==> config.mk <==
export PLATFORM = sky130hd
export DESIGN_NAME = xdl_core
export DESIGN_NICKNAME = d
export VERILOG_FILES = /design/src/core/xdl_pkg.sv /design/src/core/xdl_core.sv /design/src/core/xdl_dir_reg.sv
export VERILOG_INCLUDE_DIRS = /design/src /design/src/core
export SDC_FILE = /design/constraint.sdc
export NUM_CORES = 1
export LEC_CHECK = 0
export BUFFER_PORTS_ARGS = -buffer_cell sky130_fd_sc_hd__clkbuf_2
export CORE_MARGIN = 2
export CORE_UTILIZATION = 43
export DETAILED_ROUTE_END_ITERATION = 12
export PLACE_DENSITY_LB_ADDON = 0.08
export SLEW_MARGIN = 20
export SYNTH_ARGS = -nofsm -noshare
export SYNTH_HDL_FRONTEND = slang
export SYNTH_SLANG_ARGS = --single-unit
==> constraint.sdc <==
create_clock -name mclk -period 3.3 [get_ports mclk]
set_input_delay 0.165 -clock mclk [delete_from_list [all_inputs] [get_ports mclk]]
set_output_delay 0.165 -clock mclk [all_outputs]
set_load 0.05 [all_outputs]
==> src/core/xdl_defines.svh <==
`ifndef XDL_DEFINES_SVH
`define XDL_DEFINES_SVH

// Direction register selectors
`define XDL_SEL_PORT_A   3'h5
`define XDL_SEL_PORT_B   3'h6
`define XDL_SEL_PORT_C   3'h7
// Destination select values
`define XDL_DEST_ACC     1'h0
`define XDL_DEST_FILE    1'h1
// Reset values
`define XDL_ACC_RST      8'h00
`define XDL_DIR_RST      8'hff
`define XDL_ZERO_RST     1'h0

`endif

==> src/core/xdl_pkg.sv <==
package xdl_pkg;
  typedef enum logic [1:0] {
    OP_NONE,
    OP_LOAD_DIR,
    OP_XOR_LIT,
    OP_XOR_FILE
  } xdl_op_t;
endpackage

==> src/core/xdl_core.sv <==
`include "xdl_defines.svh"

// Behaviour
// [RULE1] Direction load copies the accumulator into port A, B or C direction for operand 5, 6, 7.
// [RULE2] Direction load takes only operands five to seven and changes no status flag.
// [RULE3] Literal XOR combines the 8-bit immediate with the accumulator bitwise.
// [RULE4] Literal XOR writes the accumulator and updates only the zero flag.
// [RULE5] File XOR combines the file register at a 7-bit address with the accumulator.
// [RULE6] File XOR with destination 0 writes the accumulator and leaves the file register alone.
// [RULE7] File XOR with destination 1 writes the file register and leaves the accumulator alone.
// [RULE8] Both XORs set the zero flag when the result is zero and clear it otherwise.
module xdl_core #(
  parameter int W = 8,
  parameter int AW = 7
) (
  // Clock and reset
  input  wire logic          mclk,
  input  wire logic          reset_n,
  input  wire logic          clk_en,
  // Decoded instruction
  input  wire logic          op_valid,
  input  xdl_pkg::xdl_op_t   op_code,
  input  wire logic [W-1:0]  literal,
  input  wire logic [AW-1:0] file_addr,
  input  wire logic          dest_sel,
  input  wire logic [2:0]    dir_sel,
  // File register read data
  input  wire logic [W-1:0]  file_rdata,
  // File register write
  output logic               file_we,
  output logic      [AW-1:0] file_waddr,
  output logic      [W-1:0]  file_wdata,
  // Architectural state
  output logic      [W-1:0]  accumulator,
  output logic               zero_flag,
  output logic      [W-1:0]  port_a_direction,
  output logic      [W-1:0]  port_b_direction,
  output logic      [W-1:0]  port_c_direction,
  output logic               dir_sel_error
);
  typedef struct packed {
    logic [W-1:0]  acc;
    logic          zero;
    logic          fwe;
    logic [AW-1:0] fwaddr;
    logic [W-1:0]  fwdata;
    logic          sel_err;
  } xdl_core_state_t;

  xdl_core_state_t st_reg;
  xdl_core_state_t st_next;
  logic [1:0]      rst_sync_reg;
  logic            rst_n;
  logic            dir_load;
  logic            dir_ok;
  logic [W-1:0]    xor_res;

  assign rst_n = rst_sync_reg[1];

  // Release reset through two flops
  // Kept apart from st_reg: reset by pin
  always_ff @(posedge mclk or negedge reset_n) begin
    if (!reset_n) begin
      rst_sync_reg <= 2'h0;
    end else begin
      rst_sync_reg <= {rst_sync_reg[0], 1'h1};
    end
  end

  ////////////////////////////////////////////////////////////////////////
  // [RULE2] Operand range check
  assign dir_ok   = dir_sel >= `XDL_SEL_PORT_A && dir_sel <= `XDL_SEL_PORT_C;
  assign dir_load = op_valid && op_code == xdl_pkg::OP_LOAD_DIR && dir_ok;

  // [RULE3] [RULE5] XOR operand mux
  always_comb begin
    if (op_code == xdl_pkg::OP_XOR_LIT) begin
      xor_res = st_reg.acc ^ literal;
    end else begin
      xor_res = st_reg.acc ^ file_rdata;
    end
  end

  always_comb begin
    st_next          = st_reg;
    st_next.fwe      = 1'h0;
    st_next.sel_err  = 1'h0;
    if (op_valid) begin
      case (op_code)
        xdl_pkg::OP_LOAD_DIR: begin
          // [RULE2] No flag change
          st_next.sel_err = !dir_ok;
        end
        xdl_pkg::OP_XOR_LIT: begin
          // [RULE4] [RULE8] Accumulator and zero
          st_next.acc  = xor_res;
          st_next.zero = (xor_res == W'(0));
        end
        xdl_pkg::OP_XOR_FILE: begin
          // [RULE8] Zero flag from result
          st_next.zero = (xor_res == W'(0));
          if (dest_sel == `XDL_DEST_ACC) begin
            // [RULE6] Result to accumulator
            st_next.acc = xor_res;
          end else begin
            // [RULE7] Result to file register
            st_next.fwe    = 1'h1;
            st_next.fwaddr = file_addr;
            st_next.fwdata = xor_res;
          end
        end
        default: begin
          st_next.fwe = 1'h0;
        end
      endcase
    end
  end

  always_ff @(posedge mclk or negedge rst_n) begin
    if (!rst_n) begin
      st_reg.acc     <= W'(`XDL_ACC_RST);
      st_reg.zero    <= `XDL_ZERO_RST;
      st_reg.fwe     <= 1'h0;
      st_reg.fwaddr  <= '0;
      st_reg.fwdata  <= '0;
      st_reg.sel_err <= 1'h0;
    end else if (clk_en) begin
      st_reg.acc     <= st_next.acc;
      st_reg.zero    <= st_next.zero;
      st_reg.fwe     <= st_next.fwe;
      st_reg.fwaddr  <= st_next.fwaddr;
      st_reg.fwdata  <= st_next.fwdata;
      st_reg.sel_err <= st_next.sel_err;
    end
  end

  ////////////////////////////////////////////////////////////////////////
  // [RULE1] Direction registers
  xdl_dir_reg #(.W(W), .SEL(`XDL_SEL_PORT_A)) u_dir_a (
    .mclk (mclk), .rst_n (rst_n), .clk_en (clk_en), .load (dir_load),
    .sel  (dir_sel), .data (st_reg.acc), .q (port_a_direction)
  );
  xdl_dir_reg #(.W(W), .SEL(`XDL_SEL_PORT_B)) u_dir_b (
    .mclk (mclk), .rst_n (rst_n), .clk_en (clk_en), .load (dir_load),
    .sel  (dir_sel), .data (st_reg.acc), .q (port_b_direction)
  );
  xdl_dir_reg #(.W(W), .SEL(`XDL_SEL_PORT_C)) u_dir_c (
    .mclk (mclk), .rst_n (rst_n), .clk_en (clk_en), .load (dir_load),
    .sel  (dir_sel), .data (st_reg.acc), .q (port_c_direction)
  );

  assign accumulator   = st_reg.acc;
  assign zero_flag     = st_reg.zero;
  assign file_we       = st_reg.fwe;
  assign file_waddr    = st_reg.fwaddr;
  assign file_wdata    = st_reg.fwdata;
  assign dir_sel_error = st_reg.sel_err;

  ////////////////////////////////////////////////////////////////////////
  // Checks
  AST_DIR_A_LOAD: assert property (@(posedge mclk) disable iff (!rst_n) // [RULE1]
    clk_en && dir_load && dir_sel == `XDL_SEL_PORT_A
      |=> port_a_direction == $past(st_reg.acc))
    else $error("port A direction not loaded");
  AST_DIR_C_LOAD: assert property (@(posedge mclk) disable iff (!rst_n) // [RULE1]
    clk_en && dir_load && dir_sel == `XDL_SEL_PORT_C
      |=> port_c_direction == $past(st_reg.acc) && $stable(port_a_direction))
    else $error("port C direction not loaded alone");
  AST_DIR_NO_FLAG: assert property (@(posedge mclk) disable iff (!rst_n) // [RULE2]
    clk_en && op_valid && op_code == xdl_pkg::OP_LOAD_DIR
      |=> $stable(zero_flag) && $stable(accumulator) && !file_we)
    else $error("direction load touched state");
  AST_DIR_RANGE: assert property (@(posedge mclk) disable iff (!rst_n) // [RULE2]
    clk_en && op_valid && op_code == xdl_pkg::OP_LOAD_DIR && dir_sel < 3'h5
      |=> dir_sel_error && $stable(port_b_direction))
    else $error("out of range direction load");
  AST_XLIT_ACC: assert property (@(posedge mclk) disable iff (!rst_n) // [RULE3]
    clk_en && op_valid && op_code == xdl_pkg::OP_XOR_LIT
      |=> accumulator == ($past(accumulator) ^ $past(literal)))
    else $error("literal xor result wrong");
  AST_XLIT_NOFILE: assert property (@(posedge mclk) disable iff (!rst_n) // [RULE4]
    clk_en && op_valid && op_code == xdl_pkg::OP_XOR_LIT |=> !file_we)
    else $error("literal xor wrote file");
  AST_XFILE_ACC: assert property (@(posedge mclk) disable iff (!rst_n) // [RULE6]
    clk_en && op_valid && op_code == xdl_pkg::OP_XOR_FILE && !dest_sel
      |=> !file_we && accumulator == ($past(accumulator) ^ $past(file_rdata)))
    else $error("file xor to accumulator wrong");
  AST_XFILE_WB: assert property (@(posedge mclk) disable iff (!rst_n) // [RULE7]
    clk_en && op_valid && op_code == xdl_pkg::OP_XOR_FILE && dest_sel
      |=> file_we && $stable(accumulator) && file_waddr == $past(file_addr)
          && file_wdata == ($past(accumulator) ^ $past(file_rdata)))
    else $error("file xor writeback wrong");
  AST_ZERO: assert property (@(posedge mclk) disable iff (!rst_n) // [RULE8]
    clk_en && op_valid && (op_code == xdl_pkg::OP_XOR_FILE || op_code == xdl_pkg::OP_XOR_LIT)
      |=> zero_flag == ((file_we ? file_wdata : accumulator) == W'(0)))
    else $error("zero flag wrong");
  AST_DIR_B_LOAD: assert property (@(posedge mclk) disable iff (!rst_n) // [RULE1]
    clk_en && dir_load && dir_sel == `XDL_SEL_PORT_B
      |=> port_b_direction == $past(st_reg.acc) && $stable(port_c_direction))
    else $error("port B direction not loaded alone");
  AST_DIR_A_ALONE: assert property (@(posedge mclk) disable iff (!rst_n) // [RULE1]
    clk_en && dir_load && dir_sel == `XDL_SEL_PORT_A
      |=> $stable(port_b_direction) && $stable(port_c_direction))
    else $error("port A load disturbed other directions");
  AST_DIR_OK_PULSE: assert property (@(posedge mclk) disable iff (!rst_n) // [RULE2]
    clk_en && dir_load |=> !dir_sel_error)
    else $error("error pulse on valid direction load");
  AST_DIR_RANGE_AC: assert property (@(posedge mclk) disable iff (!rst_n) // [RULE2]
    clk_en && op_valid && op_code == xdl_pkg::OP_LOAD_DIR && dir_sel < 3'h5
      |=> $stable(port_a_direction) && $stable(port_c_direction))
    else $error("out of range load changed a direction");
  AST_XLIT_NODIR: assert property (@(posedge mclk) disable iff (!rst_n) // [RULE4]
    clk_en && op_valid && op_code == xdl_pkg::OP_XOR_LIT
      |=> $stable(port_a_direction) && $stable(port_b_direction) && !dir_sel_error)
    else $error("literal xor touched direction state");
  AST_XFILE_RESULT: assert property (@(posedge mclk) disable iff (!rst_n) // [RULE5]
    clk_en && op_valid && op_code == xdl_pkg::OP_XOR_FILE
      |=> (file_we ? file_wdata : accumulator) == ($past(accumulator) ^ $past(file_rdata)))
    else $error("file xor result wrong");
  AST_XFILE_NODIR: assert property (@(posedge mclk) disable iff (!rst_n) // [RULE8]
    clk_en && op_valid && op_code == xdl_pkg::OP_XOR_FILE
      |=> $stable(port_b_direction) && !dir_sel_error)
    else $error("file xor touched other state");
endmodule // xdl_core

==> src/core/xdl_dir_reg.sv <==
`include "xdl_defines.svh"

module xdl_dir_reg #(
  parameter int          W      = 8,
  parameter logic [2:0]  SEL    = `XDL_SEL_PORT_A
) (
  // Clock and reset
  input  wire logic         mclk,
  input  wire logic         rst_n,
  input  wire logic         clk_en,
  // Load request
  input  wire logic         load,
  input  wire logic [2:0]   sel,
  input  wire logic [W-1:0] data,
  // Stored value
  output logic      [W-1:0] q
);
  typedef struct packed {
    logic [W-1:0] val;
  } xdl_dir_state_t;

  xdl_dir_state_t st_reg;
  xdl_dir_state_t st_next;

  always_comb begin
    st_next = st_reg;
    if (load && sel == SEL) begin
      st_next.val = data;
    end
  end

  always_ff @(posedge mclk or negedge rst_n) begin
    if (!rst_n) begin
      st_reg.val <= W'(`XDL_DIR_RST);
    end else if (clk_en) begin
      st_reg <= st_next;
    end
  end

  assign q = st_reg.val;
endmodule // xdl_dir_reg

* Word-level counts from Yosys, hierarchy flattened
Cells that the tools add are included.
** Operators by class
- Reduce and logical (&&, ||, !) cells :: 15
- Bitwise operators :: 2
- Equal/unequal tests :: 7
- Div/mod/pow operators :: 0
- Order comparisons :: 2
- Multipliers :: 0
- Mux-type cells :: 8
- Shift-type cells :: 0
- $add $sub $neg :: 0
** Operators by type and width (number)
- $pmux 9 s2 :: 1
- $mux 17 :: 1
- $mux 16 :: 1
- $mux 8 :: 2
- $xor 8x8->8 :: 2
- $mux 15 :: 1
- $eq 3x3->1 const B :: 3
- $logic_not 8->1 :: 1
- $reduce_and 4->1 :: 2
- $logic_and 1x1->1 :: 6
- $reduce_and 2->1 :: 3
- $eq 2x2->1 const B :: 2
- $ge 3x3->1 const B :: 1
- $le 3x3->1 const B :: 1
- $reduce_and 3->1 :: 1
- $eq 2x1->1 const B :: 1
- $mux 1 :: 2
- $ne 2x2->1 const B :: 1
- $reduce_bool 2->1 :: 1
- $logic_not 1->1 :: 1
** Storage, ports and cells
- Logic and storage cells :: 44
- Latch bits :: 0
- Register bits after elaboration :: 52
- Memories :: 0
- RAM bits :: 0
- Memory bits (read-only) :: 0

* Depth between registers and ports, before layout
- Depth after elaboration :: 5
- Gate-level depth with buffers :: 6
- Gate-level depth less buffers :: 5

* Cells and area by module
A second synthesis with hierarchy kept.
** Unflattened totals
- Cells, all modules :: 162
- Area total of the unflattened synthesis :: 2243.4 sq um
** By module, submodules not included
- xdl_core :: area each 1243.7 sq um, times used 1, cells an instance 108
- xdl_dir_reg (u_dir_a ...) :: area each 335.3 sq um, times used 2, cells an instance 18
- xdl_dir_reg (u_dir_c) :: area each 329.1 sq um, times used 1, cells an instance 18

* Least setup slack after synthesis
No wires, ideal clock.
- Path type :: register to register
- Start point :: register st_reg, in the netlist accumulator[7]
- End point :: register st_reg, in the netlist zero_flag
- Data required time :: 3.233 ns
- Cell stages (with the launch flop) :: 6
- Path buffers :: 1
- Arrival time :: 1.386 ns
- Library setup time :: 0.067 ns
- Clock period less this slack :: 1.453 ns
- Slack :: 1.847 ns
- Path through :: dfrtp_1 > buf_2 > xor2_1 > nand2_1 > nor4b_2 > a22o_1
** Between the ends
- Word-level cells in the longest chain between the ends :: 4
- Elaborated cells between the ends (all ways) :: 5
- Those cells by class :: 2 x mux; 2 x bitwise; 1 x reduce/logical
** Ends and longest elaborated chain
- from (decl) :: line xdl_core.sv:50 : xdl_core_state_t st_reg;
- $xor 8x8->8 (on tied branches) :: line xdl_core.sv:80, xdl_core.sv:78
- $mux 8 (*) :: line xdl_core.sv:77 : if (op_code == xdl_pkg::OP_XOR_LIT) begin
- $logic_not 8->1 (*) :: line xdl_core.sv:97, xdl_core.sv:101
- $pmux 9 s2 (*) :: line xdl_core.sv:89 : case (op_code)
Every way passes the cells marked *; elsewhere a longest branch is shown, timed or not. The select of a mux whose other input is x is not followed.
A chain may end at the register's enable or synchronous reset.

* Final worst setup path
- Start point :: input op_code[1]
- End point :: register st_reg, in the netlist zero_flag
** Between the ends
- Word-level cells in the longest chain between the ends :: 4
- Elaborated cells between the ends (all ways) :: 7
- Those cells by class :: 2 x eq/ne; 2 x mux; 3 x reduce/logical
** Ends and longest elaborated chain
- from (decl) :: line xdl_core.sv:22 : input xdl_pkg::xdl_op_t op_code,
- $eq 2x2->1 :: line xdl_core.sv:77, xdl_core.sv:89
- $mux 8 :: line xdl_core.sv:77
- $logic_not 8->1 :: line xdl_core.sv:97, xdl_core.sv:101
- $pmux 9 s2 :: line xdl_core.sv:89
Parallel ways exist; a longest one is shown, timed or not. The select of a mux whose other input is x is not followed.

==> impl_metrics.toml <==
[sta]
finalSetupViolCount = 0
maxSlewViolCount = 0
fin_tns_setup_ns = 0
whs_ns = 0.0553
rsz0062_at_grt = "false"
layout_setup_ws_ns = 1.94
clock.fmax_ghz = 0.737
worst_pin_slew_ns = 0.823
finalCritPeriodShare = 0.411
slew_headroom = 0.450
finalCriticalPeriod_ns = 1.36
finClkSkew_ns = 0.00615
hold_viol_final = 0

[logic_synthesis]
synthCells = 181
async_reset_ff_frac = 1.00
ys_ff_latch = 52
yosysWarnings = 0
synthDistinctLibCells = 26
ys_seq_area_frac = 0.600
syn_nets = 214
ys.flop_type = "dfrtp_1"
synth_edf_count = 0
netlist_area_um2 = 2220
avgSynthCellArea_um2 = 12.3

[clock_tree]
cts_made_buffers = 5
post_cts_buffers = 0
cts_root_buf = "clkbuf_8"
path_clk_slew_ns = 0.09
cts.path.max_buffers = 2
clk_latency_ns = 0.30
cts_sinks = 52
cts_resized = 0
cts.htree.levels = 2
cts_tree = "done"
cts-hold-fix-buffers = 1

[power]
leakage_nw = 1.45
powerDensity_nw_per_um2 = 887
peakVddDrop_mv = 0.527

[detailed_routing]
firstDrtPassIters = 4
drt_wl_total_um = 4700
postRouteAntennaNets = 0
via_per_inst = 4.74
wl_per_cell_um = 13.9
vias = 1608
drt_iter0_drc = 65
drcViolationCount = 0

[placed_design]
place_ws_ns = 1.62
port_buffers = 82
dpl.hpwl_um = 3480
finalWeightedCongestion = 0.707

[setup_path]
arrival_ns = 1.60
critPathMaxFanout = 8
end_kind = "register"
reg2reg_slack_ns = 2.02
worstSetupPathType = "in2reg"
cp-start-kind = "input pin"
cp.required_ns = 3.54

[cells_and_area]
post-route-util = 0.557
final_nets = 301
area_delta_synth_final_pct = 26.5
n_antenna_cell = 0
drive_gt1_frac = 0.528

[floorplan]
dieArea_um2 = 5750
coreArea_um2 = 5040
die_h_um = 75.8
fp-row-count = 26
io_pins = 83
start_util = 0.440
die_w_um = 75.8

[global_route]
overflow = 0
grt_pass1_wl_um = 7230
grtUsageTotal = 0.172
grt_max_degree = 29
antenna_found_initial = 0
grt_pass1_vias = 1524

[flow_run]
maxCapViolCount = 0

[worst_hold_path]
hold_class = "in2reg"

[run_status]
outcome = "finished clean"
[Yosys cell counts, drive strengths merged, types with 3 or more instances]
cell   instances  area [µm²]
nor2           9        33.8
o21ai          5        25.0
xnor2          6        52.6
dfstp         24         631
mux2i          9        97.6
nand3          3        20.0
dfrtp         28         701
mux2          24         270
nand2         44         165
xor2          11        96.3
buf            3        21.3
[metrics by stage]
step                power (W)  cells  area, µm²
global placement      0.00213    330       2700
detailed placement    0.00214    330       2700
floorplan             0.00188    181       2220
CTS                   0.00252    339       2810
global route          0.00263    339       2810
finish                0.00249    339       2810
[per-layer routing]
metal / track usage / wire length (µm) / vias to the layer above
met3: 0.0622 / 368 / 6
met2: 0.272 / 2170 / 60
li1: - / - / 771
met4: 0.0409 / 45 / 0
met5: 0 / 0 / -
met1: 0.227 / 2120 / 771
[cells in the final DEF (no fill, tap or decap), drive strengths merged]
cell         instances
nand3                3
o21ai                5
dfrtp               28
a22o                 1
conb                 1
dfstp               24
dlygate4sd3          1
nand4                1
nand2               44
and3                 1
mux2                24
nor2                 9
and4                 1
mux2i                9
inv                  2
clkbuf              88
buf                  2
nor2b                2
nor4b                1
clkinv               2
xnor2                6
xor2                11
nand3b               2
nor4                 1
[final cells by class]
class	count	area [µm²]
Fill cell	454	2240
Timing Repair Buffer	85	435
Multi-Input combinational cell	122	851
Inverter	2	7.51
Clock inverter	2	10.0
Clock buffer	6	82.6
Tap cell	70	87.6
Sequential cell	52	1330
[power breakdown]
group	total (W)	internal, W	switching [W]
Sequential	0.00103	0.000860	0.000169
Combinational	0.00109	0.000267	0.000826
Clock	0.000368	0.000168	0.000200
Total	0.00249	0.00129	0.00120
[worst paths after layout]
path	startpoint	endpoint	cells past startpoint
max in group asynchronous	rst_sync_reg[1]	u_dir_c.q[6]	1
setup / recovery	op_code[1]	zero_flag	7
min in group asynchronous	reset_n	rst_sync_reg[1]	2
setup reg to reg	accumulator[5]	zero_flag	3
hold reg to reg	rst_sync_reg[1]	accumulator[7]	0
hold / removal	file_addr[0]	file_waddr[0]	3
[worst max-delay path, cell delays in order]
cell and delay [ns]:
clkbuf_2 0.11, nor2b_1 0.14, buf_4 0.21, mux2i_1 0.27, xnor2_1 0.12, nor4_1 0.39, a22o_1 0.18
[cell families (layout without fill, tap and decap cells)]
| kind of cell | count (synthesis) | after routing | synth area share |
|---|---|---|---|
| AO/OA/AOI/OAI | 6 | 6 | 0.0152 |
| XOR/XNOR | 17 | 17 | 0.0671 |
| buffers and inverters | 7 | 95 | 0.0164 |
| flip-flops | 52 | 52 | 0.600 |
| multiplexers | 33 | 33 | 0.166 |
| other | 1 | 1 | 0.00169 |
| AND/OR/NAND/NOR | 65 | 65 | 0.134 |
Note: power is estimated with default switching activity, not from simulation.
